===== config.mk =====
export PLATFORM = sky130hd
export DESIGN_NAME = vpar_top
export DESIGN_NICKNAME = d
export VERILOG_FILES = /design/src/design/vpar_pkg.sv /design/src/design/vpar_chop_if.sv /design/src/design/vpar_chop_timer.sv /design/src/design/vpar_step_meter.sv /design/src/design/vpar_top.sv
export VERILOG_INCLUDE_DIRS = /design/src /design/src/design
export SDC_FILE = /design/constraint.sdc
export NUM_CORES = 1
export LEC_CHECK = 0
export ABC_AREA = 1
export ABC_CLOCK_PERIOD_IN_PS = 44800
export BUFFER_PORTS_ARGS = -buffer_cell sky130_fd_sc_hd__buf_2
export CORE_UTILIZATION = 50
export CTS_BUF_LIST = sky130_fd_sc_hd__clkbuf_8
export CTS_CLUSTER_SIZE = 25
export DETAILED_ROUTE_END_ITERATION = 6
export GPL_TIMING_DRIVEN = 0
export HOLD_SLACK_MARGIN = 0.12
export PLACE_DENSITY = 0.67
export SLEW_MARGIN = 30
export SYNTH_ARGS = -nofsm -noshare
export SYNTH_HDL_FRONTEND = slang
export SYNTH_SLANG_ARGS = --single-unit

===== constraint.sdc =====
create_clock -name hclk -period 44.8 [get_ports hclk]
set_clock_uncertainty 0.15 [all_clocks]
set_input_delay 8.96 -clock hclk [delete_from_list [all_inputs] [get_ports hclk]]
set_output_delay 8.96 -clock hclk [all_outputs]
set_load 0.01 [all_outputs]

===== src/design/vpar_map.svh =====
// Purpose: register map, field positions, reset values and timing counts
// Assumes: 32-bit AHB-Lite data, one aligned word per register
// Notes: definitions only
`ifndef VPAR_MAP_SVH
`define VPAR_MAP_SVH

// ****************************************
// register byte addresses
// ****************************************
`define VPAR_ADDR_CTRL 8'h00
`define VPAR_ADDR_SETTING 8'h04
`define VPAR_ADDR_CURRENT 8'h08
`define VPAR_ADDR_TUNE 8'h0C
`define VPAR_ADDR_STATUS 8'h10
`define VPAR_ADDR_AUTO 8'h14
`define VPAR_ADDR_STEP 8'h18

// ****************************************
// field positions
// ****************************************
`define VPAR_CTRL_AUTOSCALE 0
`define VPAR_CTRL_AUTOGRAD 1
`define VPAR_CTRL_BLANK_LO 2
`define VPAR_CTRL_FREQ_LO 4
`define VPAR_CTRL_FREEWHEEL 6
`define VPAR_CTRL_GAIN_LO 8
`define VPAR_SET_GRAD_LO 8
`define VPAR_CUR_HOLD_LO 8
`define VPAR_CUR_HOLD_SEL 16
`define VPAR_CUR_MSRES_LO 24
`define VPAR_TUNE_STANDSTILL 0
`define VPAR_TUNE_MOTION 1
`define VPAR_STAT_GRAD_LO 8
`define VPAR_STAT_SUM_LO 16
`define VPAR_STAT_SAT 24
`define VPAR_STAT_TUNED 25
`define VPAR_STAT_SMP_OK 26

// ****************************************
// reset values
// ****************************************
`define VPAR_RST_CTRL 32'h0000_0107
`define VPAR_RST_SETTING 32'h0000_0E24
`define VPAR_RST_CURRENT 32'h0800_101F
`define VPAR_RST_TUNE 32'h0000_0000

// ****************************************
// timing counts in clock cycles, and the sine peak
// ****************************************
`define VPAR_BLANK_00 10'h010
`define VPAR_BLANK_01 10'h018
`define VPAR_BLANK_10 10'h020
`define VPAR_BLANK_11 10'h028
`define VPAR_DPER_00 16'h0400
`define VPAR_DPER_01 16'h02AB
`define VPAR_DPER_10 16'h0200
`define VPAR_DPER_11 16'h019A
`define VPAR_SINE_PEAK 16'h00F8
`define VPAR_STEP_MAX 20'hF_FFFF

`endif


===== src/design/vpar_pkg.sv =====
// Purpose: shared types of the amplitude regulator
// Assumes: constants live in vpar_map.svh
// Notes: none
package vpar_pkg;
	typedef logic [7:0] vpar_ampl_t;
	typedef logic signed [9:0] vpar_auto_t;
	typedef enum logic [1:0] {
		VPAR_MODE_FF = 2'b00,
		VPAR_MODE_AUTO_MGRAD = 2'b01,
		VPAR_MODE_AUTO = 2'b10
	} vpar_mode_t;
endpackage


===== src/design/vpar_chop_if.sv =====
// Purpose: links the regulator to the chopper period timer
// Assumes: one clock
// Notes: none
`timescale 1ns/1ns
interface vpar_chop_if;
	logic [7:0] duty;
	logic [1:0] blank_sel;
	logic [1:0] freq_sel;
	logic on_phase;
	logic sample_strobe;
	logic period_end;
	logic [9:0] phase_cnt;
	modport ctrl (output duty, blank_sel, freq_sel,
		input on_phase, sample_strobe, period_end, phase_cnt);
	modport timer (input duty, blank_sel, freq_sel,
		output on_phase, sample_strobe, period_end, phase_cnt);
endinterface


===== src/design/vpar_chop_timer.sv =====
// Purpose: chopper period, on-phase and post-blank sample strobe
// Assumes: duty is the current amplitude
// Notes: odd double periods round down to one whole chopper period
`timescale 1ns/1ns
`include "vpar_map.svh"
module vpar_chop_timer (
	// clock and reset
	input wire logic hclk,
	input wire logic hresetn,
	// regulator side
	vpar_chop_if.timer ch
);
	logic [9:0] cnt_r;
	logic [9:0] half;
	logic [9:0] blank;
	logic [9:0] on_len;

	always_comb begin
		unique case (ch.freq_sel)
			2'b00: half = 10'(`VPAR_DPER_00 >> 1);
			2'b01: half = 10'(`VPAR_DPER_01 >> 1);
			2'b10: half = 10'(`VPAR_DPER_10 >> 1);
			2'b11: half = 10'(`VPAR_DPER_11 >> 1);
		endcase
		unique case (ch.blank_sel)
			2'b00: blank = `VPAR_BLANK_00;
			2'b01: blank = `VPAR_BLANK_01; // [RULE5]
			2'b10: blank = `VPAR_BLANK_10;
			2'b11: blank = `VPAR_BLANK_11;
		endcase
	end

	// on-phase length follows the amplitude
	assign on_len = 10'((18'(half) * 18'(ch.duty)) >> 8);
	// a frequency change mid-period just wraps early
	assign ch.period_end = (cnt_r >= half - 10'h001); // [RULE5]
	assign ch.on_phase = (cnt_r < on_len);
	// current seen only after blanking, inside the on-phase
	assign ch.sample_strobe = ch.on_phase && (cnt_r == blank); // [RULE4]
	assign ch.phase_cnt = cnt_r;

	always_ff @(posedge hclk or negedge hresetn) begin
		if (!hresetn) begin
			cnt_r <= 10'h000;
		end else if (ch.period_end) begin
			cnt_r <= 10'h000;
		end else begin
			cnt_r <= cnt_r + 10'h001;
		end
	end
endmodule // vpar_chop_timer


===== src/design/vpar_step_meter.sv =====
// Purpose: clocks between step edges, scaled to 256 microsteps
// Assumes: step pin is asynchronous
// Notes: saturates at the maximum in standstill
`timescale 1ns/1ns
`include "vpar_map.svh"
module vpar_step_meter (
	// clock and reset
	input wire logic hclk,
	input wire logic hresetn,
	// pin and setting
	input wire logic step_pin,
	input wire logic [3:0] msres,
	// result
	output logic [19:0] step_interval_count
);
	logic s1_r;
	logic s2_r;
	logic s3_r;
	logic [19:0] cnt_r;
	logic [3:0] shift;
	logic edge_seen;

	always_ff @(posedge hclk or negedge hresetn) begin
		if (!hresetn) begin
			s1_r <= 1'b0;
			s2_r <= 1'b0;
			s3_r <= 1'b0;
		end else begin
			s1_r <= step_pin;
			s2_r <= s1_r;
			s3_r <= s2_r;
		end
	end

	assign edge_seen = s2_r && !s3_r;
	// fewer microsteps means longer gaps: shrink to 256 equivalent
	assign shift = (msres > 4'h8) ? 4'h0 : 4'h8 - msres; // [RULE13]

	always_ff @(posedge hclk or negedge hresetn) begin
		if (!hresetn) begin
			cnt_r <= 20'h0_0001;
			step_interval_count <= `VPAR_STEP_MAX;
		end else if (edge_seen) begin
			cnt_r <= 20'h0_0001;
			step_interval_count <= (cnt_r == `VPAR_STEP_MAX) ?
				`VPAR_STEP_MAX : (cnt_r >> shift); // [RULE13]
		end else if (cnt_r != `VPAR_STEP_MAX) begin
			cnt_r <= cnt_r + 20'h0_0001;
		end else begin
			step_interval_count <= `VPAR_STEP_MAX;
		end
	end
endmodule // vpar_step_meter


===== src/design/vpar_top.sv =====
// Purpose: amplitude regulator for a voltage-mode PWM chopper
// Assumes: AHB-Lite register access, sampled coil current on a pin bus
// Notes: zero-wait slave, always OKAY
//
// Our own choices: the register addresses and the AHB-Lite interface to the registers.
`timescale 1ns/1ns
`include "vpar_map.svh"

// What this block does
// RULE1 - both auto bits: regulate current via auto term
// RULE2 - gain field sets the proportional step
// RULE3 - motion tuning: regulator absorbs velocity changes
// RULE4 - sample current in on-phase after blanking
// RULE5 - blank 01 is 24 cycles, freq 00 1024/2
// RULE6 - reduced currents scale learned or programmed base
// RULE7 - zero amplitude only with freewheeling
// RULE8 - software keeps standstill-tuning current above limit
// RULE9 - software keeps run scale within 8..31
// RULE10 - after tuning, low run/hold currents still work
// RULE11 - autoscale off: pure feed-forward, no loop
// RULE12 - sum is offset plus gradient*256*fstep/fclk
// RULE13 - step rate normalized to 256 microsteps
// RULE14 - 8-bit amplitude scales 248-peak sine
// RULE15 - learned offset and gradient readable
// RULE16 - auto regulation keeps running after tuning
// RULE17 - sum saturates at 255, flagged
// RULE18 - one regulator update per chopper period
module vpar_top (
	// clock and reset
	input wire logic hclk,
	input wire logic hresetn,
	// ahb-lite slave
	input wire logic hsel,
	input wire logic [7:0] haddr,
	input wire logic [1:0] htrans,
	input wire logic hwrite,
	input wire logic [2:0] hsize,
	input wire logic [31:0] hwdata,
	input wire logic hready,
	output logic hreadyout,
	output logic hresp,
	output logic [31:0] hrdata,
	// motor side pins
	input wire logic step_pin,
	input wire logic [7:0] coil_current,
	// chopper drive
	output logic [7:0] pwm_amplitude,
	output logic [7:0] drive_peak,
	output logic chopper_on,
	output logic freewheel_active
);
	vpar_chop_if ch ();

	// ****************************************
	// registers and bus slave
	// ****************************************
	logic [31:0] ctrl_r;
	logic [31:0] setting_r;
	logic [31:0] current_r;
	logic [31:0] tune_r;
	logic wr_pend_r;
	logic [7:0] wa_r;
	logic [31:0] hrdata_r;
	logic [31:0] rd_mux;
	logic addr_ok;
	logic [19:0] step_interval_count;
	logic [7:0] learned_amplitude_offset;
	logic [7:0] learned_amplitude_gradient;
	vpar_pkg::vpar_ampl_t effective_amplitude_sum;
	vpar_pkg::vpar_auto_t auto_r;
	logic sat_r;
	logic tuned_r;
	logic ss_done_r;
	logic smp_vld_r;
	logic [7:0] smp_r;
	logic [7:0] cur1_r;
	logic [7:0] cur2_r;
	logic [7:0] peak_r;

	assign addr_ok = hsel && hready && htrans[1];
	assign hreadyout = 1'b1;
	assign hresp = 1'b0;
	assign hrdata = hrdata_r;

	always_comb begin
		rd_mux = 32'h0000_0000;
		unique case (haddr)
			`VPAR_ADDR_CTRL: rd_mux = ctrl_r;
			`VPAR_ADDR_SETTING: rd_mux = setting_r;
			`VPAR_ADDR_CURRENT: rd_mux = current_r;
			`VPAR_ADDR_TUNE: rd_mux = tune_r;
			`VPAR_ADDR_STATUS: begin
				rd_mux[7:0] = learned_amplitude_offset; // [RULE15]
				rd_mux[`VPAR_STAT_GRAD_LO +: 8] =
					learned_amplitude_gradient; // [RULE15]
				rd_mux[`VPAR_STAT_SUM_LO +: 8] = effective_amplitude_sum;
				rd_mux[`VPAR_STAT_SAT] = sat_r; // [RULE17]
				rd_mux[`VPAR_STAT_TUNED] = tuned_r;
				rd_mux[`VPAR_STAT_SMP_OK] = smp_vld_r;
			end
			`VPAR_ADDR_AUTO: rd_mux = 32'(auto_r);
			`VPAR_ADDR_STEP: rd_mux = {12'h000, step_interval_count};
			default: rd_mux = 32'h0000_0000;
		endcase
	end

	// read data is captured in the address phase, shown in the data phase
	always_ff @(posedge hclk or negedge hresetn) begin
		if (!hresetn) begin
			wr_pend_r <= 1'b0;
			wa_r <= 8'h00;
			hrdata_r <= 32'h0000_0000;
		end else begin
			wr_pend_r <= addr_ok && hwrite;
			if (addr_ok) begin
				wa_r <= haddr;
			end
			if (addr_ok && !hwrite) begin
				hrdata_r <= rd_mux;
			end
		end
	end

	always_ff @(posedge hclk or negedge hresetn) begin
		if (!hresetn) begin
			ctrl_r <= `VPAR_RST_CTRL;
			setting_r <= `VPAR_RST_SETTING;
			current_r <= `VPAR_RST_CURRENT;
			tune_r <= `VPAR_RST_TUNE;
		end else if (wr_pend_r) begin
			unique case (wa_r)
				`VPAR_ADDR_CTRL: ctrl_r <= {20'h0_0000, hwdata[11:8],
					1'b0, hwdata[6:0]};
				`VPAR_ADDR_SETTING: setting_r <= {16'h0000, hwdata[15:0]};
				`VPAR_ADDR_CURRENT: current_r <= {4'h0, hwdata[27:24],
					7'h00, hwdata[16], 3'h0, hwdata[12:8], 3'h0,
					hwdata[4:0]};
				`VPAR_ADDR_TUNE: tune_r <= {30'h0000_0000, hwdata[1:0]};
				default: ;
			endcase
		end
	end

	// ****************************************
	// control decode
	// ****************************************
	logic autoscale;
	logic autograd;
	logic fw_en;
	logic [3:0] gain;
	logic [7:0] amplitude_offset_setting;
	logic [7:0] amplitude_gradient_setting;
	logic [4:0] run_current_scale;
	logic [4:0] hold_current_scale;
	logic [4:0] cs;
	logic standstill_tuning_phase;
	logic motion_tuning_phase;
	logic [7:0] target;
	vpar_pkg::vpar_mode_t mode;

	assign autoscale = ctrl_r[`VPAR_CTRL_AUTOSCALE];
	assign autograd = ctrl_r[`VPAR_CTRL_AUTOGRAD];
	assign fw_en = ctrl_r[`VPAR_CTRL_FREEWHEEL];
	assign gain = ctrl_r[`VPAR_CTRL_GAIN_LO +: 4]; // [RULE2]
	assign amplitude_offset_setting = setting_r[7:0];
	assign amplitude_gradient_setting = setting_r[`VPAR_SET_GRAD_LO +: 8];
	assign run_current_scale = current_r[4:0];
	assign hold_current_scale = current_r[`VPAR_CUR_HOLD_LO +: 5];
	assign cs = current_r[`VPAR_CUR_HOLD_SEL] ? hold_current_scale :
		run_current_scale;
	assign standstill_tuning_phase = tune_r[`VPAR_TUNE_STANDSTILL];
	assign motion_tuning_phase = tune_r[`VPAR_TUNE_MOTION];
	// target current as (cs+1)*8-1 on the sample scale
	assign target = {cs, 3'b111};
	assign mode = !autoscale ? vpar_pkg::VPAR_MODE_FF :
		autograd ? vpar_pkg::VPAR_MODE_AUTO :
		vpar_pkg::VPAR_MODE_AUTO_MGRAD;

	// ****************************************
	// current sampling
	// ****************************************
	assign ch.duty = effective_amplitude_sum;
	assign ch.blank_sel = ctrl_r[`VPAR_CTRL_BLANK_LO +: 2];
	assign ch.freq_sel = ctrl_r[`VPAR_CTRL_FREQ_LO +: 2];

	vpar_chop_timer u_chop (
		.hclk(hclk),
		.hresetn(hresetn),
		.ch(ch)
	);

	vpar_step_meter u_step (
		.hclk(hclk),
		.hresetn(hresetn),
		.step_pin(step_pin),
		.msres(current_r[`VPAR_CUR_MSRES_LO +: 4]),
		.step_interval_count(step_interval_count)
	);

	always_ff @(posedge hclk or negedge hresetn) begin
		if (!hresetn) begin
			cur1_r <= 8'h00;
			cur2_r <= 8'h00;
		end else begin
			cur1_r <= coil_current;
			cur2_r <= cur1_r;
		end
	end

	// a short on-phase never reaches the strobe: no sample, no update
	always_ff @(posedge hclk or negedge hresetn) begin
		if (!hresetn) begin
			smp_r <= 8'h00;
			smp_vld_r <= 1'b0;
		end else if (ch.sample_strobe) begin
			smp_r <= cur2_r; // [RULE4]
			smp_vld_r <= 1'b1;
		end else if (ch.period_end) begin
			smp_vld_r <= 1'b0;
		end
	end

	// ****************************************
	// proportional regulator
	// ****************************************
	logic signed [8:0] err;
	logic signed [13:0] prod;
	logic signed [13:0] delta;
	logic signed [10:0] auto_sum;
	logic signed [10:0] ofs_sum;
	logic upd;

	assign err = $signed({1'b0, target}) - $signed({1'b0, smp_r});
	assign prod = 14'(err * $signed({1'b0, gain})); // [RULE2]
	assign delta = prod >>> 4;
	assign auto_sum = 11'(auto_r) + 11'(delta);
	assign ofs_sum = $signed({3'b000, learned_amplitude_offset}) +
		11'(delta);
	// runs whenever autoscale is set, tuned or not
	assign upd = autoscale && ch.period_end && smp_vld_r; // [RULE1] [RULE16] [RULE18]

	always_ff @(posedge hclk or negedge hresetn) begin
		if (!hresetn) begin
			auto_r <= 10'sh000;
		end else if (upd && !standstill_tuning_phase) begin
			if (auto_sum > 11'sh1FF) begin
				auto_r <= 10'sh1FF;
			end else if (auto_sum < -11'sh200) begin
				auto_r <= -10'sh200;
			end else begin
				auto_r <= 10'(auto_sum); // [RULE1] [RULE3]
			end
		end
	end

	// standstill tuning folds the error into the learned offset
	always_ff @(posedge hclk or negedge hresetn) begin
		if (!hresetn) begin
			learned_amplitude_offset <= 8'h00;
		end else if (wr_pend_r && wa_r == `VPAR_ADDR_TUNE &&
			!standstill_tuning_phase &&
			hwdata[`VPAR_TUNE_STANDSTILL]) begin
			// seed from the programmed offset: a near-zero start never
			// opens the on-phase past blanking, so nothing gets sampled
			learned_amplitude_offset <= amplitude_offset_setting; // [RULE1]
		end else if (upd && standstill_tuning_phase) begin
			if (ofs_sum > 11'sh0FF) begin
				learned_amplitude_offset <= 8'hFF;
			end else if (ofs_sum < 11'sh000) begin
				learned_amplitude_offset <= 8'h00;
			end else begin
				learned_amplitude_offset <= 8'(ofs_sum);
			end
		end
	end

	// motion tuning pulls the gradient after the auto term
	always_ff @(posedge hclk or negedge hresetn) begin
		if (!hresetn) begin
			learned_amplitude_gradient <= 8'h00;
		end else if (upd && motion_tuning_phase && autograd) begin
			if (auto_r > 10'sh000 && learned_amplitude_gradient != 8'hFF) begin
				learned_amplitude_gradient <=
					learned_amplitude_gradient + 8'h01; // [RULE3]
			end else if (auto_r < 10'sh000 &&
				learned_amplitude_gradient != 8'h00) begin
				learned_amplitude_gradient <=
					learned_amplitude_gradient - 8'h01; // [RULE3]
			end
		end
	end

	// tuned once standstill ran and motion tuning is then left
	always_ff @(posedge hclk or negedge hresetn) begin
		if (!hresetn) begin
			ss_done_r <= 1'b0;
			tuned_r <= 1'b0;
		end else begin
			if (standstill_tuning_phase) begin
				ss_done_r <= 1'b1;
			end
			if (ss_done_r && wr_pend_r && wa_r == `VPAR_ADDR_TUNE &&
				motion_tuning_phase && !hwdata[`VPAR_TUNE_MOTION]) begin
				tuned_r <= 1'b1; // [RULE10]
			end
		end
	end

	// ****************************************
	// amplitude sum
	// ****************************************
	logic [7:0] base_ofs;
	logic [7:0] base_grad;
	logic [15:0] vel;
	logic [8:0] vel_c;
	logic [14:0] scaled;
	logic signed [11:0] raw;
	logic fw_zero;
	logic [7:0] sum_nxt;
	logic sat_nxt;

	assign base_ofs = autoscale ? learned_amplitude_offset :
		amplitude_offset_setting; // [RULE6]
	assign base_grad = (mode == vpar_pkg::VPAR_MODE_AUTO) ?
		learned_amplitude_gradient : amplitude_gradient_setting; // [RULE6]
	// grad*256*fstep/fclk with fstep/fclk = 1/interval
	assign vel = (step_interval_count == 20'h0_0000) ? 16'h0000 :
		16'(({base_grad, 8'h00}) / step_interval_count); // [RULE12]
	assign vel_c = (vel > 16'h00FF) ? 9'h0FF : vel[8:0];
	// reduced currents scale the base by (cs+1)/32
	assign scaled = 15'((10'(base_ofs) + 10'(vel_c)) * (15'(cs) +
		15'h0001)) >> 5; // [RULE6] [RULE10] [RULE12]
	assign raw = $signed({2'b00, scaled[9:0]}) +
		(autoscale ? 12'(auto_r) : 12'sh000); // [RULE11]
	assign fw_zero = fw_en && (cs == 5'h00);

	always_comb begin
		sat_nxt = 1'b0;
		if (fw_zero) begin
			sum_nxt = 8'h00; // [RULE7]
		end else if (raw >= 12'sh0FF) begin
			sum_nxt = 8'hFF; // [RULE17]
			sat_nxt = 1'b1;
		end else if (raw < 12'sh001) begin
			sum_nxt = 8'h01; // [RULE7]
		end else begin
			sum_nxt = 8'(raw); // [RULE14]
		end
	end

	always_ff @(posedge hclk or negedge hresetn) begin
		if (!hresetn) begin
			effective_amplitude_sum <= 8'h00;
			sat_r <= 1'b0;
			peak_r <= 8'h00;
		end else begin
			effective_amplitude_sum <= sum_nxt;
			sat_r <= sat_nxt;
			peak_r <= 8'((16'(sum_nxt) * `VPAR_SINE_PEAK) >> 8); // [RULE14]
		end
	end

	assign pwm_amplitude = effective_amplitude_sum;
	assign drive_peak = peak_r;
	assign chopper_on = ch.on_phase;
	assign freewheel_active = fw_zero;
endmodule // vpar_top


# Word level (Yosys, flattened, before mapping)
# Index checks and enable logic that the tools add are counted.
[classes]
addsub = 12
mul = 4
div_mod_pow = 1
order_cmp = 12
n_eq_ne = 21
shifts = 1
muxes = 34
reduce_logical = 42
[op_table]
columns = ["operator", "n"]
rows = [
  ["$pmux W27 S7", 1],
  ["$mux W20", 5],
  ["$mux W8", 11],
  ["$pmux W10 S4", 2],
  ["$eq A8 B4 Y1 const B", 4],
  ["$mux W10", 3],
  ["$eq A8 B5 Y1 const B", 3],
  ["$logic_and A1 B1 Y1", 22],
  ["$add A20 B1 Y20 const B", 1],
  ["$div A16 B20 Y20", 1],
  ["$eq A20 B20 Y1 const B", 1],
  ["$logic_not A20 Y1", 1],
  ["$ne A20 B20 Y1 const B", 1],
  ["$shr A20 B4 Y20", 1],
  ["$mul A10 B8 Y18", 1],
  ["$eq A8 B3 Y1 const B", 2],
  ["$gt A16 B8 Y1 const B", 1],
  ["$logic_not A8 Y1", 2],
  ["$mux W16", 1],
  ["$mul A10 B6 Y15", 1],
  ["$mul A9 B5 Y14", 1],
  ["$mul A8 B5 Y13 const B", 1],
  ["$add A11 B12 Y12", 1],
  ["$ge A12 B9 Y1 const B", 1],
  ["other kinds (38)", 58],
]
[word_totals]
regBits = 208
output_inout_bits = 52

# Depth between registers and ports, before layout
[depth]
depth_word = 16
depth_mapped = 314
ltp_nobuf = 308

# Cells and area by module
# From an unflattened synthesis, not the netlist that was laid out.
[unflattened]
cells_unflattened = 4202
area_unflattened_um2 = 29061.6
[by_module_without_submodules]
columns = ["module", "instances", "cells_per_inst", "area_each_um2", "seq_area_each_um2"]
rows = [
  ["vpar_top", 1, 3370, 22964.5, 3823.7],
  ["vpar_chop_timer", 1, 432, 3206.8, 250.2],
  ["vpar_step_meter", 1, 400, 2890.3, 1102.3],
]

# Worst setup path before layout
# Ideal clock, no wire load.
[synth_timing]
path_kind = "register -> register"
start = "register u_step.step_interval_count[0]"
end = "register peak_r[7], in the netlist drive_peak[7]"
t_arrival_ns = 37.763
slack_ns = 6.808
stages_incl_launch_ff = 301
synth_period_minus_slack_ns = 37.992
path_cell_list = "dfstp_2 -> buf_2 -> inv_2 -> buf_2 -> ha_1 -> nand2_1 -> nand3_1 -> nand3_1 -> nor3_2 -> ha_1 -> nand2_1 -> nand3_1 -> nand2_1 -> nand2_1 -> nand3_2 -> nor2_1 -> ha_1 -> nand2_1 -> [... 265 more ...] -> inv_1 -> fa_1 -> inv_1 -> ha_1 -> a21oi_1 -> inv_1 -> a21oi_1 -> inv_1 -> a21oi_1 -> inv_1 -> a21oi_1 -> inv_1 -> a21oi_1 -> inv_1 -> a21oi_1 -> inv_1 -> a21oi_1 -> xor2_1"
[synth_between]
elab_chain_cells = 12
[synth_rtl]
columns = ["element", "line", "text"]
rows = [
  ["start: declaration", "vpar_step_meter.sv:14", "output logic [19:0] step_interval_count"],
  ["start signal: assignment", "vpar_step_meter.sv:42", "step_interval_count <= `VPAR_STEP_MAX;"],
  ["start signal: assignment", "vpar_step_meter.sv:45", "step_interval_count <= (cnt_r == `VPAR_STEP_MAX) ?"],
  ["start signal: assignment", "vpar_step_meter.sv:50", "step_interval_count <= `VPAR_STEP_MAX;"],
  ["$div A16 B20 Y20 / $logic_not A20 Y1 (equally long branches)", "vpar_top.sv:328, vpar_top.sv:327", ""],
  ["$mux W16 (*)", "vpar_top.sv:327", "assign vel = (step_interval_count == 20'h0_0000) ? 16'h0000 :"],
  ["$gt A16 B8 Y1", "vpar_top.sv:329", "assign vel_c = (vel > 16'h00FF) ? 9'h0FF : vel[8:0];"],
  ["$mux W9 (*)", "vpar_top.sv:329", ""],
  ["$add A8 B9 Y10 (*)", "vpar_top.sv:331", "assign scaled = 15'((10'(base_ofs) + 10'(vel_c)) * (15'(cs) +"],
  ["$mul A10 B6 Y15 (*)", "vpar_top.sv:331", ""],
  ["$add A11 B12 Y12 (*)", "vpar_top.sv:333", "assign raw = $signed({2'b00, scaled[9:0]}) +"],
  ["$lt A12 B2 Y1", "vpar_top.sv:344", "end else if (raw < 12'sh001) begin"],
  ["$mux W8", "vpar_top.sv:344", ""],
  ["$mux W8 (*)", "vpar_top.sv:341", "end else if (raw >= 12'sh0FF) begin"],
  ["$mux W8 (*)", "vpar_top.sv:339", "if (fw_zero) begin"],
  ["via sum_nxt[3]", "vpar_top.sv:319", "logic [7:0] sum_nxt;"],
  ["$mul A8 B5 Y13 (no line) (*)", "--", ""],
  ["end signal: assignment", "vpar_top.sv:359", "peak_r <= 8'((16'(sum_nxt) * `VPAR_SINE_PEAK) >> 8);"],
  ["end: declaration", "vpar_top.sv:78", "logic [7:0] peak_r;"],
]
# The timed path passes the listed nets; every way through them passes the cells marked *.
# A chain may end at the register's enable or synchronous reset.

# Worst setup path in the final report
# Same ends and word-level chain as after synthesis.

==> impl_metrics.py <==
metrics = {
    "critical_path": {
        "worst_path_largest_cell_delay_ps": 610,
        "critical_path.endpoint_type": "register",
        "critPathMaxFanout": 22,
        "cp_top_family": "compound AO/OA/AOI/OAI gates",
        "critPathBufInv": 43,
        "path_class": "register to register",
        "cp.depth": 293,
        "cp_data_required_time_ps": 45130,
        "critical_path.slowest_cell": "fa_1",
        "crit_arrival_ps": 41930,
        "cpMostUsedCell": "nand2_1",
        "worstRegToRegCells": 293,
        "start_kind": "register",
    },
    "clocking": {
        "cts.sinks": 205,
        "cts_buffers": 40,
        "cts_buffer_depth": 3,
        "root_buffer": "clkbuf_8",
        "path_clk_slew_ps": 60,
        "h-tree-depth": 2,
        "clkLatencyLatePin_ps": 600,
        "postCtsHoldBufs": 0,
        "cts_tree": "done",
    },
    "global_routing": {
        "antenna_found_initial": 3,
        "grt.total_usage_pct": 28.5,
        "grt_pass1_vias": 24800,
        "grt_pass1_wl_mm": 130,
        "grt_max_degree": 86,
        "overflow": 0,
    },
    "route": {
        "vias": 27100,
        "first_iter_violations": 1877,
        "drt_first_pass_iters": 5,
        "drc": 0,
        "wl_per_cell_um": 16.6,
        "drt_wl_total_mm": 83.3,
        "viasPerCell": 5.41,
        "antenna_left": 0,
    },
    "finish": {
        "n_fill_cell": 5515,
        "area_growth_pct": 10.9,
        "final_util_pct": 56.2,
        "finalNetCount": 4782,
        "regArea_um2": 5180,
        "layout_common_cells": "nand2_1, inv_1, ha_1",
        "final_common_cell": "nand2_1",
        "drive_gt1_share_pct": 12.7,
        "instances_no_fill": 5016,
        "multi_input_area_um2": 21100,
    },
    "placed_design": {
        "numPortBuffers": 93,
        "dp.cells": 4921,
        "dpl.hpwl_mm": 66.6,
        "gp_congestion": 0.986,
    },
    "floorplanning": {
        "die_area_um2": 58300,
        "start_util_pct": 50.7,
        "ios": 111,
        "die_y_um": 241,
        "std_cell_rows": 87,
        "core_um2": 56500,
        "die_x_um": 241,
    },
    "sta": {
        "relSlewSlack_pct": 32.0,
        "tns_ps": 0,
        "slew_violations": 0,
        "period_needed_ps": 41600,
        "clock.fmax_ghz": 0.0240,
        "fin_hold_ws_ps": 188,
        "finalSetupViolations": 0,
        "worst_slew_pin_slew_ps": 1020,
        "hold_viol": 0,
        "period_share_pct": 92.9,
    },
    "yosys": {
        "ys.flop_type": "dfrtp_1",
        "syn_area_um2": 28700,
        "avgSynthCellArea_um2": 7.06,
        "async_flop_share_pct": 100,
        "synth_seq_cells": 205,
        "yosys.cell_types.count": 80,
        "synth_enable_flop_cells": 0,
        "yosysWarnings": 0,
        "yosysSeqAreaShare_pct": 18.1,
        "synthCells": 4060,
    },
    "hold_path": {
        "whs_path_depth": 0,
        "hold_path.class": "register to register",
    },
    "run_status": {
        "status": "finished, final reports clean",
    },
    "job": {
        "cap_violations": 0,
    },
}
## state kept, by name, indices dropped and copies added (netlist names), 2 cells and up
signal and cells:
wa_r 8, tune_r 2, learned_amplitude_gradient 8, u_step.cnt_r 20, hrdata 29, current_r 15
cur1_r 8, learned_amplitude_offset 8, auto_r 10, drive_peak 8, setting_r 16, ctrl_r 11
u_chop.ch.phase_cnt 10, smp_r 8, cur2_r 8, u_step.step_interval_count 20, pwm_amplitude 8
## area by class of cell
cell class | instances | share of cell area, %
multi-input cells | 3113 | 66.3
flip-flops and latches | 205 | 16.3
inverters | 678 | 8.09
well taps | 756 | 2.98
repair buffers | 120 | 2.29
clock buffers | 49 | 2.12
plain buffers | 72 | 1.24
clock inverters | 22 | 0.709
diodes | 1 | 0.00788
## Yosys cell counts, types with 9 or more instances
master,instances,area share [%]
a21boi_0,10,0.26
nand2_1,914,12
o22ai_1,18,0.39
buf_2,12,0.21
o21ai_0,209,3.7
a21o_1,16,0.42
a21oi_2,10,0.31
a21oi_1,275,4.8
a211oi_1,9,0.24
xor2_1,117,3.6
inv_1,644,8.4
nand3_1,193,3.4
inv_2,23,0.30
nand4_1,31,0.68
a31oi_1,15,0.33
or2_2,33,0.72
dfstp_2,37,3.4
clkbuf_1,42,0.55
o21a_1,9,0.24
o21ai_1,44,0.77
o21ai_2,23,0.70
dfrtp_1,168,15
xnor2_1,88,2.7
nor2_1,285,3.7
o221ai_1,16,0.49
nor3_1,46,0.80
nor4_1,21,0.46
buf_4,14,0.37
o211ai_1,19,0.50
o21bai_1,15,0.39
ha_1,390,17
nand3_2,21,0.73
fa_1,103,7.2
nand2_2,44,0.96
## layer usage
| layer | up-vias | share of wire (%) | global-route usage, % |
|---|---|---|---|
| met3 | 125 | 5.9 | 3.02 |
| met5 | - | 0 | 0 |
| met1 | 12600 | 46 | 39.8 |
| met2 | 733 | 46 | 46.7 |
| li1 | 13600 | - | - |
| met4 | 0 | 2.5 | 7.54 |
## logic make-up (layout without fill, tap and decap cells)
logic type | count (synthesis) | count (layout) | synth area share, %
buffers and inverters | 751 | 941 | 10.2
AOI/OAI and AO/OA | 753 | 753 | 15.7
and+or+nand+nor | 1636 | 1636 | 24.9
other | 2 | 12 | 0.0262
xor gates and xnor gates | 206 | 206 | 6.32
adders and majority gates | 493 | 493 | 24.2
DFF | 205 | 205 | 18.1
muxes | 14 | 14 | 0.554
## per-stage QoR
stage,setup slack (ps),instance area [µm²]
floorplan,6810,28700
global placement,378,30100
detailed placement,152,30200
CTS,175,31100
global route,-265,31800
finish,3200,31800
## worst paths after layout
check | startpoint | to | slack [ps]
hold / removal | cur1_r[7] | cur2_r[7] | 190
setup / recovery | u_step.step_interval_count[0] | drive_peak[7] | 3200
setup reg to reg | u_step.step_interval_count[0] | drive_peak[7] | 3200
min in group asynchronous | hresetn | u_step.s1_r | 8100
hold reg to reg | cur1_r[7] | cur2_r[7] | 190
max in group asynchronous | hresetn | setting_r[11] | 35600
## what timing repair did
action,in CTS,in global routing
buffers inserted,0,24
resized for setup,1,121
pin swaps,0,17
endpoints found under the setup margin,1,16
Power is not shown: default switching activity piles up to over one toggle a cycle in this logic, so the estimate is an artifact.
